<file path="src/core/utfr_pkg.sv">
// package for the usb token / frame register slice
// assumes a 200 MHz system clock and a 32-bit axi4-lite register bus
package utfr_pkg;
  // register byte addresses
  localparam logic [7:0] UTFR_ADDR_FUNCTION_ADDRESS = 8'h00;
  localparam logic [7:0] UTFR_ADDR_FRAME_LOW        = 8'h04;
  localparam logic [7:0] UTFR_ADDR_FRAME_HIGH       = 8'h08;
  localparam logic [7:0] UTFR_ADDR_TOKEN_COMMAND    = 8'h0C;
  localparam logic [7:0] UTFR_ADDR_THRESHOLD        = 8'h10;
  localparam logic [7:0] UTFR_ADDR_CONTROL          = 8'h14;
  localparam logic [7:0] UTFR_ADDR_STATUS           = 8'h18;
  // field positions
  localparam int UTFR_SLOW_BIT      = 7;
  localparam int UTFR_FRAME_W       = 11;
  localparam int UTFR_FRAME_LOW_W   = 8;
  localparam int UTFR_FRAME_HIGH_W  = 3;
  localparam int UTFR_CTL_HOST_BIT  = 0;
  localparam int UTFR_CTL_SOF_BIT   = 1;
  // reset values
  localparam logic [7:0] UTFR_BYTE_RESET = 8'h00;
  // token type codes
  localparam logic [3:0] UTFR_PID_SETUP = 4'hD;
  localparam logic [3:0] UTFR_PID_IN    = 4'h9;
  localparam logic [3:0] UTFR_PID_OUT   = 4'h1;
  // axi responses
  localparam logic [1:0] UTFR_RESP_OKAY   = 2'h0;
  localparam logic [1:0] UTFR_RESP_SLVERR = 2'h2;
  // frame period
  localparam int UTFR_CLK_MHZ        = 200;
  localparam int UTFR_FRAME_PERIOD_US = 1000;
  localparam int UTFR_FRAME_CYCLES   = UTFR_FRAME_PERIOD_US * UTFR_CLK_MHZ;
  typedef enum logic [1:0] {UTFR_TK_IDLE, UTFR_TK_ISSUE, UTFR_TK_WAIT} utfr_tok_state_t;
endpackage

</file>
<file path="src/core/utfr_core.sv">
// usb token and frame register slice with axi4-lite access
// assumes the packet engine consumes the token request and reports done;
// received frame-start tokens arrive as a pulse with their 11-bit number
//
// Overview of operation
// - the slow select bit in the address register picks low speed for the next token.
// - a seven-bit function address sits in bits 6..0 of the address register, read/write.
// - the low eight bits of the frame number are reloaded on each received frame start.
// - the top three frame number bits sit in bits 2..0 of the high register, same update.
// - token type codes 1101, 1001 and 0001 issue setup, in and out tokens.
// - the threshold register holds an eight-bit read/write count that resets to zero.
// - bits 31..8 of address, frame-low, token and threshold read zero, writes ignored.
// - bits 31..3 of the frame-high register read zero.
// - in host mode with frame starts enabled a frame start is sent every millisecond.
//
// Local design decisions: the placing of the registers and register access over AXI4-Lite.
`timescale 1ns/1ps
module utfr_core
  import utfr_pkg::*;
#(
  parameter int FRAME_CYCLES = UTFR_FRAME_CYCLES  // frame-start period in cycles
) (
  input  wire logic        aclk,             // system clock
  input  wire logic        aresetn,          // sync reset, active low
  input  wire logic        ce,               // clock enable, freezes all state
  input  wire logic [7:0]  s_axi_awaddr,     // write address
  input  wire logic        s_axi_awvalid,    // write address valid
  output logic             s_axi_awready,    // write address ready
  input  wire logic [31:0] s_axi_wdata,      // write data
  input  wire logic [3:0]  s_axi_wstrb,      // byte strobes
  input  wire logic        s_axi_wvalid,     // write data valid
  output logic             s_axi_wready,     // write data ready
  output logic [1:0]       s_axi_bresp,      // write response
  output logic             s_axi_bvalid,     // write response valid
  input  wire logic        s_axi_bready,     // write response ready
  input  wire logic [7:0]  s_axi_araddr,     // read address
  input  wire logic        s_axi_arvalid,    // read address valid
  output logic             s_axi_arready,    // read address ready
  output logic [31:0]      s_axi_rdata,      // read data
  output logic [1:0]       s_axi_rresp,      // read response
  output logic             s_axi_rvalid,     // read valid
  input  wire logic        s_axi_rready,     // read ready
  input  wire logic        sof_rx,           // pulse: frame start token received
  input  wire logic [10:0] sof_rx_frame,     // frame number carried by that token
  input  wire logic        token_done,       // pulse: engine finished the token
  output logic             token_start,      // pulse: start one transaction
  output logic [3:0]       token_pid,        // token type to send
  output logic [3:0]       token_endpoint,   // endpoint to address
  output logic [6:0]       token_address,    // function address to use
  output logic             token_slow,       // run at low speed
  output logic             token_in_progress,// token busy
  output logic             sof_send,         // pulse: send a frame start now
  output logic [7:0]       sof_threshold     // threshold count to engine
);
  logic                 wr_en;
  logic [7:0]           wr_addr;
  logic [31:0]          wr_data;
  logic [3:0]           wr_strb;
  logic                 wr_ok;
  logic [7:0]           rd_addr;
  logic [31:0]          rd_data;
  logic                 rd_ok;
  logic                 slow_token_select;
  logic [6:0]           function_address_field;
  logic [7:0]           frame_number_low_bits;
  logic [2:0]           frame_number_high_bits;
  logic [3:0]           token_type_field;
  logic [3:0]           token_endpoint_field;
  logic [7:0]           threshold_count;
  logic                 host_enable;
  logic                 frame_start_generate_enable;
  logic                 tick;
  logic                 tok_write;
  utfr_tok_state_t      tok_state;

  // true when a low-lane write to the given register is happening
  function automatic logic lane0_write(input logic [7:0] a, input logic [7:0] target,
                                       input logic en, input logic [3:0] strb);
    return en && (a == target) && strb[0];
  endfunction

  // pad an 8-bit field to a bus word; upper bits read zero
  function automatic logic [31:0] word8(input logic [7:0] v);
    return {24'h00_0000, v};
  endfunction

  utfr_axil_slave u_bus (
    .aclk    (aclk),
    .aresetn (aresetn),
    .ce      (ce),
    .awaddr  (s_axi_awaddr),
    .awvalid (s_axi_awvalid),
    .awready (s_axi_awready),
    .wdata   (s_axi_wdata),
    .wstrb   (s_axi_wstrb),
    .wvalid  (s_axi_wvalid),
    .wready  (s_axi_wready),
    .bresp   (s_axi_bresp),
    .bvalid  (s_axi_bvalid),
    .bready  (s_axi_bready),
    .araddr  (s_axi_araddr),
    .arvalid (s_axi_arvalid),
    .arready (s_axi_arready),
    .rdata   (s_axi_rdata),
    .rresp   (s_axi_rresp),
    .rvalid  (s_axi_rvalid),
    .rready  (s_axi_rready),
    .wr_en   (wr_en),
    .wr_addr (wr_addr),
    .wr_data (wr_data),
    .wr_strb (wr_strb),
    .wr_ok   (wr_ok),
    .rd_addr (rd_addr),
    .rd_data (rd_data),
    .rd_ok   (rd_ok)
  );

  // read-only registers accept the write handshake but return an error
  always_comb begin
    wr_ok = (wr_addr == UTFR_ADDR_FUNCTION_ADDRESS) || (wr_addr == UTFR_ADDR_TOKEN_COMMAND)
         || (wr_addr == UTFR_ADDR_THRESHOLD) || (wr_addr == UTFR_ADDR_CONTROL);
  end

  // address register: slow select and function address
  always_ff @(posedge aclk) begin
    if (!aresetn) begin
      slow_token_select      <= 1'b0;
      function_address_field <= 7'h00;
    end else if (ce && lane0_write(wr_addr, UTFR_ADDR_FUNCTION_ADDRESS, wr_en, wr_strb)) begin
      slow_token_select      <= wr_data[UTFR_SLOW_BIT];
      function_address_field <= wr_data[UTFR_SLOW_BIT-1:0];
    end
  end

  // threshold count; upper write bits dropped
  always_ff @(posedge aclk) begin
    if (!aresetn) begin
      threshold_count <= UTFR_BYTE_RESET;
    end else if (ce && lane0_write(wr_addr, UTFR_ADDR_THRESHOLD, wr_en, wr_strb)) begin
      threshold_count <= wr_data[7:0];
    end
  end

  // control: host mode and frame-start generation enable
  always_ff @(posedge aclk) begin
    if (!aresetn) begin
      host_enable                 <= 1'b0;
      frame_start_generate_enable <= 1'b0;
    end else if (ce && lane0_write(wr_addr, UTFR_ADDR_CONTROL, wr_en, wr_strb)) begin
      host_enable                 <= wr_data[UTFR_CTL_HOST_BIT];
      frame_start_generate_enable <= wr_data[UTFR_CTL_SOF_BIT];
    end
  end

  // frame number reloads only on a received frame start
  always_ff @(posedge aclk) begin
    if (!aresetn) begin
      frame_number_low_bits  <= UTFR_BYTE_RESET;
      frame_number_high_bits <= 3'h0;
    end else if (ce && sof_rx) begin
      frame_number_low_bits  <= sof_rx_frame[UTFR_FRAME_LOW_W-1:0];
      frame_number_high_bits <= sof_rx_frame[UTFR_FRAME_W-1:UTFR_FRAME_LOW_W];
    end
  end

  assign tok_write = lane0_write(wr_addr, UTFR_ADDR_TOKEN_COMMAND, wr_en, wr_strb);

  // token register always stores, so software can read back what it wrote
  always_ff @(posedge aclk) begin
    if (!aresetn) begin
      token_type_field     <= 4'h0;
      token_endpoint_field <= 4'h0;
    end else if (ce && tok_write) begin
      token_type_field     <= wr_data[7:4];
      token_endpoint_field <= wr_data[3:0];
    end
  end

  // token sequencer; reserved codes and device-mode writes start nothing
  always_ff @(posedge aclk) begin
    if (!aresetn) begin
      tok_state         <= UTFR_TK_IDLE;
      token_start       <= 1'b0;
      token_in_progress <= 1'b0;
      token_pid         <= 4'h0;
      token_endpoint    <= 4'h0;
      token_address     <= 7'h00;
      token_slow        <= 1'b0;
    end else if (ce) begin
      token_start <= 1'b0;
      unique case (tok_state)
        UTFR_TK_IDLE: begin
          if (tok_write && host_enable &&
              (wr_data[7:4] == UTFR_PID_SETUP || wr_data[7:4] == UTFR_PID_IN ||
               wr_data[7:4] == UTFR_PID_OUT)) begin
            tok_state         <= UTFR_TK_ISSUE;
            token_in_progress <= 1'b1;
          end
        end
        UTFR_TK_ISSUE: begin
          // snapshot settings so later register writes cannot disturb the transaction
          token_pid      <= token_type_field;
          token_endpoint <= token_endpoint_field;
          token_address  <= function_address_field;
          token_slow     <= slow_token_select;
          token_start    <= 1'b1;
          tok_state      <= UTFR_TK_WAIT;
        end
        UTFR_TK_WAIT: begin
          // a new token write here is ignored; software must poll busy first
          if (token_done || !host_enable) begin
            tok_state         <= UTFR_TK_IDLE;
            token_in_progress <= 1'b0;
          end
        end
      endcase
    end
  end

  utfr_frame_timer #(
    .PERIOD_CYCLES (FRAME_CYCLES)
  ) u_timer (
    .aclk    (aclk),
    .aresetn (aresetn),
    .ce      (ce),
    .run     (host_enable && frame_start_generate_enable),
    .tick    (tick)
  );

  // registered copies to the engine
  always_ff @(posedge aclk) begin
    if (!aresetn) begin
      sof_send      <= 1'b0;
      sof_threshold <= UTFR_BYTE_RESET;
    end else if (ce) begin
      sof_send      <= tick;
      sof_threshold <= threshold_count;
    end
  end

  // read mux; unimplemented bits read zero
  always_comb begin
    rd_ok   = 1'b1;
    rd_data = 32'h0000_0000;
    unique case (rd_addr)
      UTFR_ADDR_FUNCTION_ADDRESS: rd_data = word8({slow_token_select, function_address_field});
      UTFR_ADDR_FRAME_LOW:        rd_data = word8(frame_number_low_bits);
      UTFR_ADDR_FRAME_HIGH:       rd_data = {29'h0, frame_number_high_bits};
      UTFR_ADDR_TOKEN_COMMAND:    rd_data = word8({token_type_field, token_endpoint_field});
      UTFR_ADDR_THRESHOLD:        rd_data = word8(threshold_count);
      UTFR_ADDR_CONTROL:          rd_data = {30'h0, frame_start_generate_enable, host_enable};
      UTFR_ADDR_STATUS:           rd_data = {31'h0, token_in_progress};
      default:                    rd_ok   = 1'b0;
    endcase
  end
endmodule

</file>
<file path="src/core/utfr_axil_slave.sv">
// axi4-lite slave front end: one write and one read at a time
// assumes the core register file answers reads combinationally from rd_addr
`timescale 1ns/1ps
module utfr_axil_slave
  import utfr_pkg::*;
(
  input  wire logic        aclk,      // system clock
  input  wire logic        aresetn,   // sync reset, active low
  input  wire logic        ce,        // clock enable
  input  wire logic [7:0]  awaddr,    // write address
  input  wire logic        awvalid,   // write address valid
  output logic             awready,   // write address ready
  input  wire logic [31:0] wdata,     // write data
  input  wire logic [3:0]  wstrb,     // byte strobes
  input  wire logic        wvalid,    // write data valid
  output logic             wready,    // write data ready
  output logic [1:0]       bresp,     // write response
  output logic             bvalid,    // write response valid
  input  wire logic        bready,    // write response ready
  input  wire logic [7:0]  araddr,    // read address
  input  wire logic        arvalid,   // read address valid
  output logic             arready,   // read address ready
  output logic [31:0]      rdata,     // read data
  output logic [1:0]       rresp,     // read response
  output logic             rvalid,    // read valid
  input  wire logic        rready,    // read ready
  output logic             wr_en,     // one-cycle register write pulse
  output logic [7:0]       wr_addr,   // write address to core
  output logic [31:0]      wr_data,   // write data to core
  output logic [3:0]       wr_strb,   // write strobes to core
  input  wire logic        wr_ok,     // address maps to a writable register
  output logic [7:0]       rd_addr,   // read address to core
  input  wire logic [31:0] rd_data,   // read data from core
  input  wire logic        rd_ok      // address maps to a register
);
  logic aw_held;
  logic w_held;

  // address and data captured in either order; write fires once both held
  always_ff @(posedge aclk) begin
    if (!aresetn) begin
      awready <= 1'b1;
      wready  <= 1'b1;
      aw_held <= 1'b0;
      w_held  <= 1'b0;
      wr_en   <= 1'b0;
      wr_addr <= 8'h00;
      wr_data <= 32'h0000_0000;
      wr_strb <= 4'h0;
      bvalid  <= 1'b0;
      bresp   <= UTFR_RESP_OKAY;
    end else if (ce) begin
      wr_en <= 1'b0;
      if (awvalid && awready) begin
        wr_addr <= awaddr;
        aw_held <= 1'b1;
        awready <= 1'b0;
      end
      if (wvalid && wready) begin
        wr_data <= wdata;
        wr_strb <= wstrb;
        w_held  <= 1'b1;
        wready  <= 1'b0;
      end
      if (aw_held && w_held && !bvalid) begin
        wr_en   <= wr_ok;
        bresp   <= wr_ok ? UTFR_RESP_OKAY : UTFR_RESP_SLVERR;
        bvalid  <= 1'b1;
        aw_held <= 1'b0;
        w_held  <= 1'b0;
      end
      if (bvalid && bready) begin
        bvalid  <= 1'b0;
        awready <= 1'b1;
        wready  <= 1'b1;
      end
    end
  end

  assign rd_addr = araddr;

  // read data is latched the edge the address is taken
  always_ff @(posedge aclk) begin
    if (!aresetn) begin
      arready <= 1'b1;
      rvalid  <= 1'b0;
      rdata   <= 32'h0000_0000;
      rresp   <= UTFR_RESP_OKAY;
    end else if (ce) begin
      if (arvalid && arready) begin
        rdata   <= rd_ok ? rd_data : 32'h0000_0000;
        rresp   <= rd_ok ? UTFR_RESP_OKAY : UTFR_RESP_SLVERR;
        rvalid  <= 1'b1;
        arready <= 1'b0;
      end else if (rvalid && rready) begin
        rvalid  <= 1'b0;
        arready <= 1'b1;
      end
    end
  end
endmodule

</file>
<file path="src/core/utfr_frame_timer.sv">
// host frame-start timer: pulses once per frame period while enabled
// assumes a free-running system clock; period given in cycles
`timescale 1ns/1ps
module utfr_frame_timer #(
  parameter int PERIOD_CYCLES = 200000  // one millisecond at 200 MHz
) (
  input  wire logic aclk,     // system clock
  input  wire logic aresetn,  // sync reset, active low
  input  wire logic ce,       // clock enable
  input  wire logic run,      // host mode and frame starts enabled
  output logic      tick      // one-cycle pulse per frame
);
  localparam int CW = $clog2(PERIOD_CYCLES);
  localparam logic [CW-1:0] LAST = CW'(PERIOD_CYCLES - 1);
  logic [CW-1:0] count;

  // restarts from zero whenever generation is switched off
  always_ff @(posedge aclk) begin
    if (!aresetn) begin
      count <= '0;
      tick  <= 1'b0;
    end else if (ce) begin
      tick <= 1'b0;
      if (!run) begin
        count <= '0;
      end else if (count == LAST) begin
        count <= '0;
        tick  <= 1'b1;
      end else begin
        count <= count + CW'(1);
      end
    end
  end
endmodule

</file>
<file path="config.mk">
export PLATFORM = sky130hd
export DESIGN_NAME = utfr_core
export DESIGN_NICKNAME = d
export VERILOG_FILES = /design/src/core/utfr_pkg.sv /design/src/core/utfr_core.sv /design/src/core/utfr_axil_slave.sv /design/src/core/utfr_frame_timer.sv
export SDC_FILE = /design/constraint.sdc
export NUM_CORES = 1
export LEC_CHECK = 0
export BUFFER_PORTS_ARGS = -buffer_cell sky130_fd_sc_hd__buf_4
export CAP_MARGIN = 20
export CORE_MARGIN = 4
export CORE_UTILIZATION = 40
export CTS_CLUSTER_DIAMETER = 30
export DETAILED_ROUTE_END_ITERATION = 16
export GPL_TIMING_DRIVEN = 1
export SYNTH_ARGS = -nofsm -noshare
export SYNTH_HDL_FRONTEND = slang
export SYNTH_SLANG_ARGS = --single-unit
export TNS_END_PERCENT = 10
</file>
<file path="constraint.sdc">
create_clock -name aclk -period 5.9 [get_ports aclk]
set_input_delay 1.475 -clock aclk [delete_from_list [all_inputs] [get_ports aclk]]
set_output_delay 1.475 -clock aclk [all_outputs]
set_load 0.01 [all_outputs]
</file>
==> impl_metrics.prom <==
# TYPE chip_impl_metric gauge
chip_impl_metric{name="postSynthCellCount",unit=""} 622
chip_impl_metric{name="setup_tns",unit="ns"} 0
chip_impl_metric{name="grt_pass1_vias",unit=""} 4089
chip_impl_metric{name="drt-vias-per-instance",unit=""} 5.02
chip_impl_metric{name="grt_pass1_wl",unit="mm"} 20.8
chip_impl_info{name="cts.root.buffer_cell",value="sky130_fd_sc_hd__clkbuf_16"} 1
chip_impl_metric{name="grt.overflow.total",unit=""} 0
chip_impl_metric{name="place_hpwl",unit="mm"} 9.43
chip_impl_metric{name="postSynthRegisterBits",unit=""} 120
chip_impl_metric{name="peakVddDrop",unit="mV"} 0.175
chip_impl_metric{name="synthesis.area_per_instance",unit="um2"} 8.40
chip_impl_metric{name="tightestPinTransition",unit="ns"} 0.937
chip_impl_metric{name="static-leakage-power",unit="nW"} 2.62
chip_impl_metric{name="htree_num_levels",unit=""} 4
chip_impl_info{name="rsz_0062_raised_after_global_routing",value="no"} 1
chip_impl_metric{name="clk_pin_slew",unit="ns"} 0.05
chip_impl_metric{name="avgRoutedWirePerCell",unit="um"} 14.8
chip_impl_metric{name="cts.repair.resized",unit=""} 0
chip_impl_info{name="synthFlopType",value="sky130_fd_sc_hd__dfxtp_1"} 1
chip_impl_metric{name="multiInputGateArea",unit="um2"} 2570
chip_impl_metric{name="max-clock-path-buffers",unit=""} 2
chip_impl_metric{name="gpl.final_weighted_congestion",unit=""} 0.862
chip_impl_metric{name="drtIter0Drc",unit=""} 220
chip_impl_info{name="worst-setup-path-type",value="in2reg"} 1
chip_impl_metric{name="synth_sequential_area_ratio",unit="%"} 46.0
chip_impl_metric{name="ant_nets",unit=""} 0
chip_impl_metric{name="cts_num_sinks",unit=""} 120
chip_impl_metric{name="setup_violations",unit=""} 0
chip_impl_metric{name="worst_slew_margin_rel",unit="%"} 37.5
chip_impl_metric{name="ys.warnings.count",unit=""} 0
chip_impl_metric{name="grt_antenna_before_repair",unit=""} 0
chip_impl_metric{name="final_hold_viol_count",unit=""} 0
chip_impl_metric{name="min_period_over_period",unit="%"} 58.3
chip_impl_metric{name="dpl_cell_area",unit="um2"} 5880
chip_impl_info{name="worst_setup_path_end_kind",value="register"} 1
chip_impl_metric{name="die_width",unit="um"} 122
chip_impl_metric{name="netlist-cell-type-count",unit=""} 51
chip_impl_metric{name="clkLatencyLatePin",unit="ns"} 0.42
chip_impl_metric{name="die_area",unit="um2"} 15000
chip_impl_metric{name="reg2reg_depth",unit=""} 5
chip_impl_metric{name="antenna-diode-count",unit=""} 0
chip_impl_metric{name="residual_drc",unit=""} 0
chip_impl_metric{name="layout.filler_cells",unit=""} 1229
chip_impl_metric{name="netlist_area",unit="um2"} 5230
chip_impl_metric{name="critical_path_required",unit="ns"} 6.18
chip_impl_info{name="tritoncts",value="built"} 1
chip_impl_metric{name="sequential_cell_area",unit="um2"} 2400
chip_impl_metric{name="achievable-frequency",unit="MHz"} 291
chip_impl_metric{name="fp.coreArea",unit="um2"} 12700
chip_impl_metric{name="cts.repair_timing.setup_buffer_count",unit=""} 0
chip_impl_metric{name="final_layout_size_suffix_gt1_share",unit="%"} 18.0
chip_impl_info{name="crit_path_start_kind",value="input port"} 1
chip_impl_info{name="holdCritPathClass",value="reg2reg"} 1
chip_impl_metric{name="final_count_of_pins_violating_max_slew",unit=""} 0
chip_impl_metric{name="port_buffers",unit=""} 87
chip_impl_metric{name="period_needed",unit="ns"} 3.44
chip_impl_metric{name="fin_nets",unit=""} 774
chip_impl_metric{name="async_flop_share",unit="%"} 0
chip_impl_metric{name="numCtsBuffers",unit=""} 17
chip_impl_metric{name="die_y",unit="um"} 122
chip_impl_metric{name="floorplan.rows",unit=""} 41
chip_impl_metric{name="detail_route.wirelength",unit="mm"} 13.1
chip_impl_metric{name="timing.max_cap.violations",unit=""} 0
chip_impl_info{name="outcome",value="finished, final reports clean"} 1
chip_impl_metric{name="areaGrowthSynthToFinish",unit="%"} 24.2
chip_impl_metric{name="dr_total_vias",unit=""} 4426
chip_impl_metric{name="holdBufCountCts",unit=""} 0
chip_impl_metric{name="crit_arrival",unit="ns"} 3.72
chip_impl_metric{name="pin_count",unit=""} 141
chip_impl_metric{name="clock-skew-final",unit="ns"} 0.0101
chip_impl_metric{name="power_density",unit="nW/um2"} 308
chip_impl_metric{name="initial_core_util",unit="%"} 41.1
chip_impl_metric{name="dr.pass1.iters",unit=""} 4
chip_impl_metric{name="grt_max_degree",unit=""} 57
chip_impl_metric{name="critical_path_peak_fanout",unit=""} 39
chip_impl_metric{name="synth_enable_flop_cells",unit=""} 0
chip_impl_metric{name="hold_depth",unit=""} 2
chip_impl_metric{name="grt_resource_usage_total",unit="%"} 17.8
chip_impl_metric{name="layout.cell_area.non_filler",unit="um2"} 6490
-- cells in the final DEF (no fill, tap or decap), types with 2 or more instances in the layout --
cell type / netlist / routed
sky130_fd_sc_hd__nor2_1: 59 / 59
sky130_fd_sc_hd__buf_4: 26 / 88
sky130_fd_sc_hd__nand4b_1: 2 / 2
sky130_fd_sc_hd__and4_1: 3 / 3
sky130_fd_sc_hd__mux2i_1: 40 / 40
sky130_fd_sc_hd__o22ai_1: 2 / 2
sky130_fd_sc_hd__clkbuf_16: 0 / 17
sky130_fd_sc_hd__nor3_1: 7 / 7
sky130_fd_sc_hd__mux2_2: 3 / 3
sky130_fd_sc_hd__a31oi_1: 4 / 4
sky130_fd_sc_hd__o2bb2ai_1: 6 / 6
sky130_fd_sc_hd__a22oi_1: 7 / 7
sky130_fd_sc_hd__clkbuf_8: 0 / 3
sky130_fd_sc_hd__nor2b_1: 7 / 7
sky130_fd_sc_hd__a21o_1: 4 / 4
sky130_fd_sc_hd__or3_1: 2 / 2
sky130_fd_sc_hd__clkinvlp_4: 0 / 5
sky130_fd_sc_hd__and4b_1: 2 / 2
sky130_fd_sc_hd__nand2b_1: 4 / 4
sky130_fd_sc_hd__a21oi_1: 64 / 64
sky130_fd_sc_hd__ha_1: 4 / 4
sky130_fd_sc_hd__o21ai_0: 12 / 12
sky130_fd_sc_hd__conb_1: 1 / 26
sky130_fd_sc_hd__dfxtp_1: 120 / 120
sky130_fd_sc_hd__inv_1: 6 / 6
sky130_fd_sc_hd__xor2_1: 6 / 6
sky130_fd_sc_hd__nand3_1: 20 / 20
sky130_fd_sc_hd__nand4_1: 10 / 10
sky130_fd_sc_hd__nand2_1: 128 / 128
sky130_fd_sc_hd__and3_1: 9 / 9
sky130_fd_sc_hd__bufinv_16: 0 / 3
sky130_fd_sc_hd__clkinv_2: 0 / 2
sky130_fd_sc_hd__xnor2_1: 5 / 5
sky130_fd_sc_hd__and2_1: 10 / 10
-- power breakdown --
part / switching, mW / total, mW / internal [mW]
registers: 0.0115 / 0.835 / 0.823
logic: 0.0611 / 0.102 / 0.0406
clock network: 0.367 / 1.06 / 0.696
total: 0.440 / 2.00 / 1.56
-- per-stage QoR --
stage | setup WS [ns] | hold slack, ns | utilization, % | instances | total power [mW]
6_report | 2.46 | 0.453 | 51.0 | 882 | 2.00
5_1_grt | 2.22 | 0.472 | 51.0 | 882 | 2.07
2_1_floorplan | 3.09 | 0.433 | - | 647 | 0.923
4_1_cts | 2.45 | 0.456 | 51.0 | 882 | 2.02
3_3_place_gp | 2.06 | 0.445 | 46.2 | 850 | 0.951
3_5_place_dp | 2.03 | 0.449 | 46.2 | 850 | 0.954
-- sequential cells by signal, indices dropped and copies added, names as in the netlist, 3 cells and up --
name,count
token_address,7
sof_threshold,8
token_type_field,4
u_bus.rdata,8
function_address_field,7
threshold_count,8
frame_number_low_bits,8
u_bus.wr_data,8
u_timer.count,18
token_pid,4
token_endpoint,4
token_endpoint_field,4
u_bus.wr_addr,8
frame_number_high_bits,3
-- metal layers --
metal,track usage [%],vias to the layer above,part of all wire (%)
met5,0,-,0
met4,5.60,0,1.3
met3,4.93,14,4.6
met2,28.3,113,48
met1,23.5,2067,46
li1,-,2232,-
-- worst paths after layout --
check                                  startpoint            endpoint  slack [ns]
worst max-delay path                           ce  threshold_count[0]        2.46
worst min-delay path            token_endpoint[1]   token_endpoint[1]        0.45
worst max register to register   u_bus.wr_addr[1]  threshold_count[0]        3.55
worst min register to register  token_endpoint[1]   token_endpoint[1]        0.45
-- synth_stat cells, types with 3 or more instances --
library cell,n,area (um2)
sky130_fd_sc_hd__a21oi_1,64,320
sky130_fd_sc_hd__nor2_1,59,221
sky130_fd_sc_hd__a31oi_1,4,25.0
sky130_fd_sc_hd__a21o_1,4,30.0
sky130_fd_sc_hd__mux2i_1,40,400
sky130_fd_sc_hd__nand2_1,128,480
sky130_fd_sc_hd__nand3_1,20,100
sky130_fd_sc_hd__o21ai_0,12,60.1
sky130_fd_sc_hd__inv_1,6,22.5
sky130_fd_sc_hd__nand4_1,10,62.6
sky130_fd_sc_hd__o2bb2ai_1,6,52.6
sky130_fd_sc_hd__dfxtp_1,120,2400
sky130_fd_sc_hd__and3_1,9,56.3
sky130_fd_sc_hd__mux2_2,3,33.8
sky130_fd_sc_hd__and2_1,10,62.6
sky130_fd_sc_hd__nor2b_1,7,43.8
sky130_fd_sc_hd__nand2b_1,4,25.0
sky130_fd_sc_hd__clkbuf_1,24,90.1
sky130_fd_sc_hd__buf_1,5,18.8
sky130_fd_sc_hd__xnor2_1,5,43.8
sky130_fd_sc_hd__ha_1,4,50.1
sky130_fd_sc_hd__nor3_1,7,35.0
sky130_fd_sc_hd__buf_4,26,195
sky130_fd_sc_hd__xor2_1,6,52.6
sky130_fd_sc_hd__a22oi_1,7,52.6
sky130_fd_sc_hd__and4_1,3,26.3
-- area by class of cell --
cell class / instances / share of cell area, %
Tap cell: 172 / 3.31
Clock buffer: 21 / 7.25
Clock inverter: 11 / 2.25
Sequential cell: 120 / 37.0
Multi-Input combinational cell: 463 / 39.6
Timing Repair Buffer: 88 / 10.2
Inverter: 7 / 0.405
-- kinds of logic after synthesis --
| kind of cell | Yosys count | share of synthesized area [%] |
|---|---|---|
| xor gates and xnor gates | 11 | 1.84 |
| DFF | 120 | 46.0 |
| adders and majority gates | 4 | 0.958 |
| buffers and inverters | 64 | 6.63 |
| muxes | 44 | 8.74 |
| AOI/OAI and AO/OA | 105 | 11.5 |
| other | 1 | 0.0718 |
| and+or+nand+nor | 273 | 24.3 |
-- worst max-delay path, stage by stage --
cell	delay, ns
sky130_fd_sc_hd__buf_4	0.38
sky130_fd_sc_hd__inv_1	0.37
sky130_fd_sc_hd__nor4_4	0.57
sky130_fd_sc_hd__and4bb_1	0.59
sky130_fd_sc_hd__mux2i_1	0.26
sky130_fd_sc_hd__nor2_1	0.05
(Power assumes the default switching activity.)
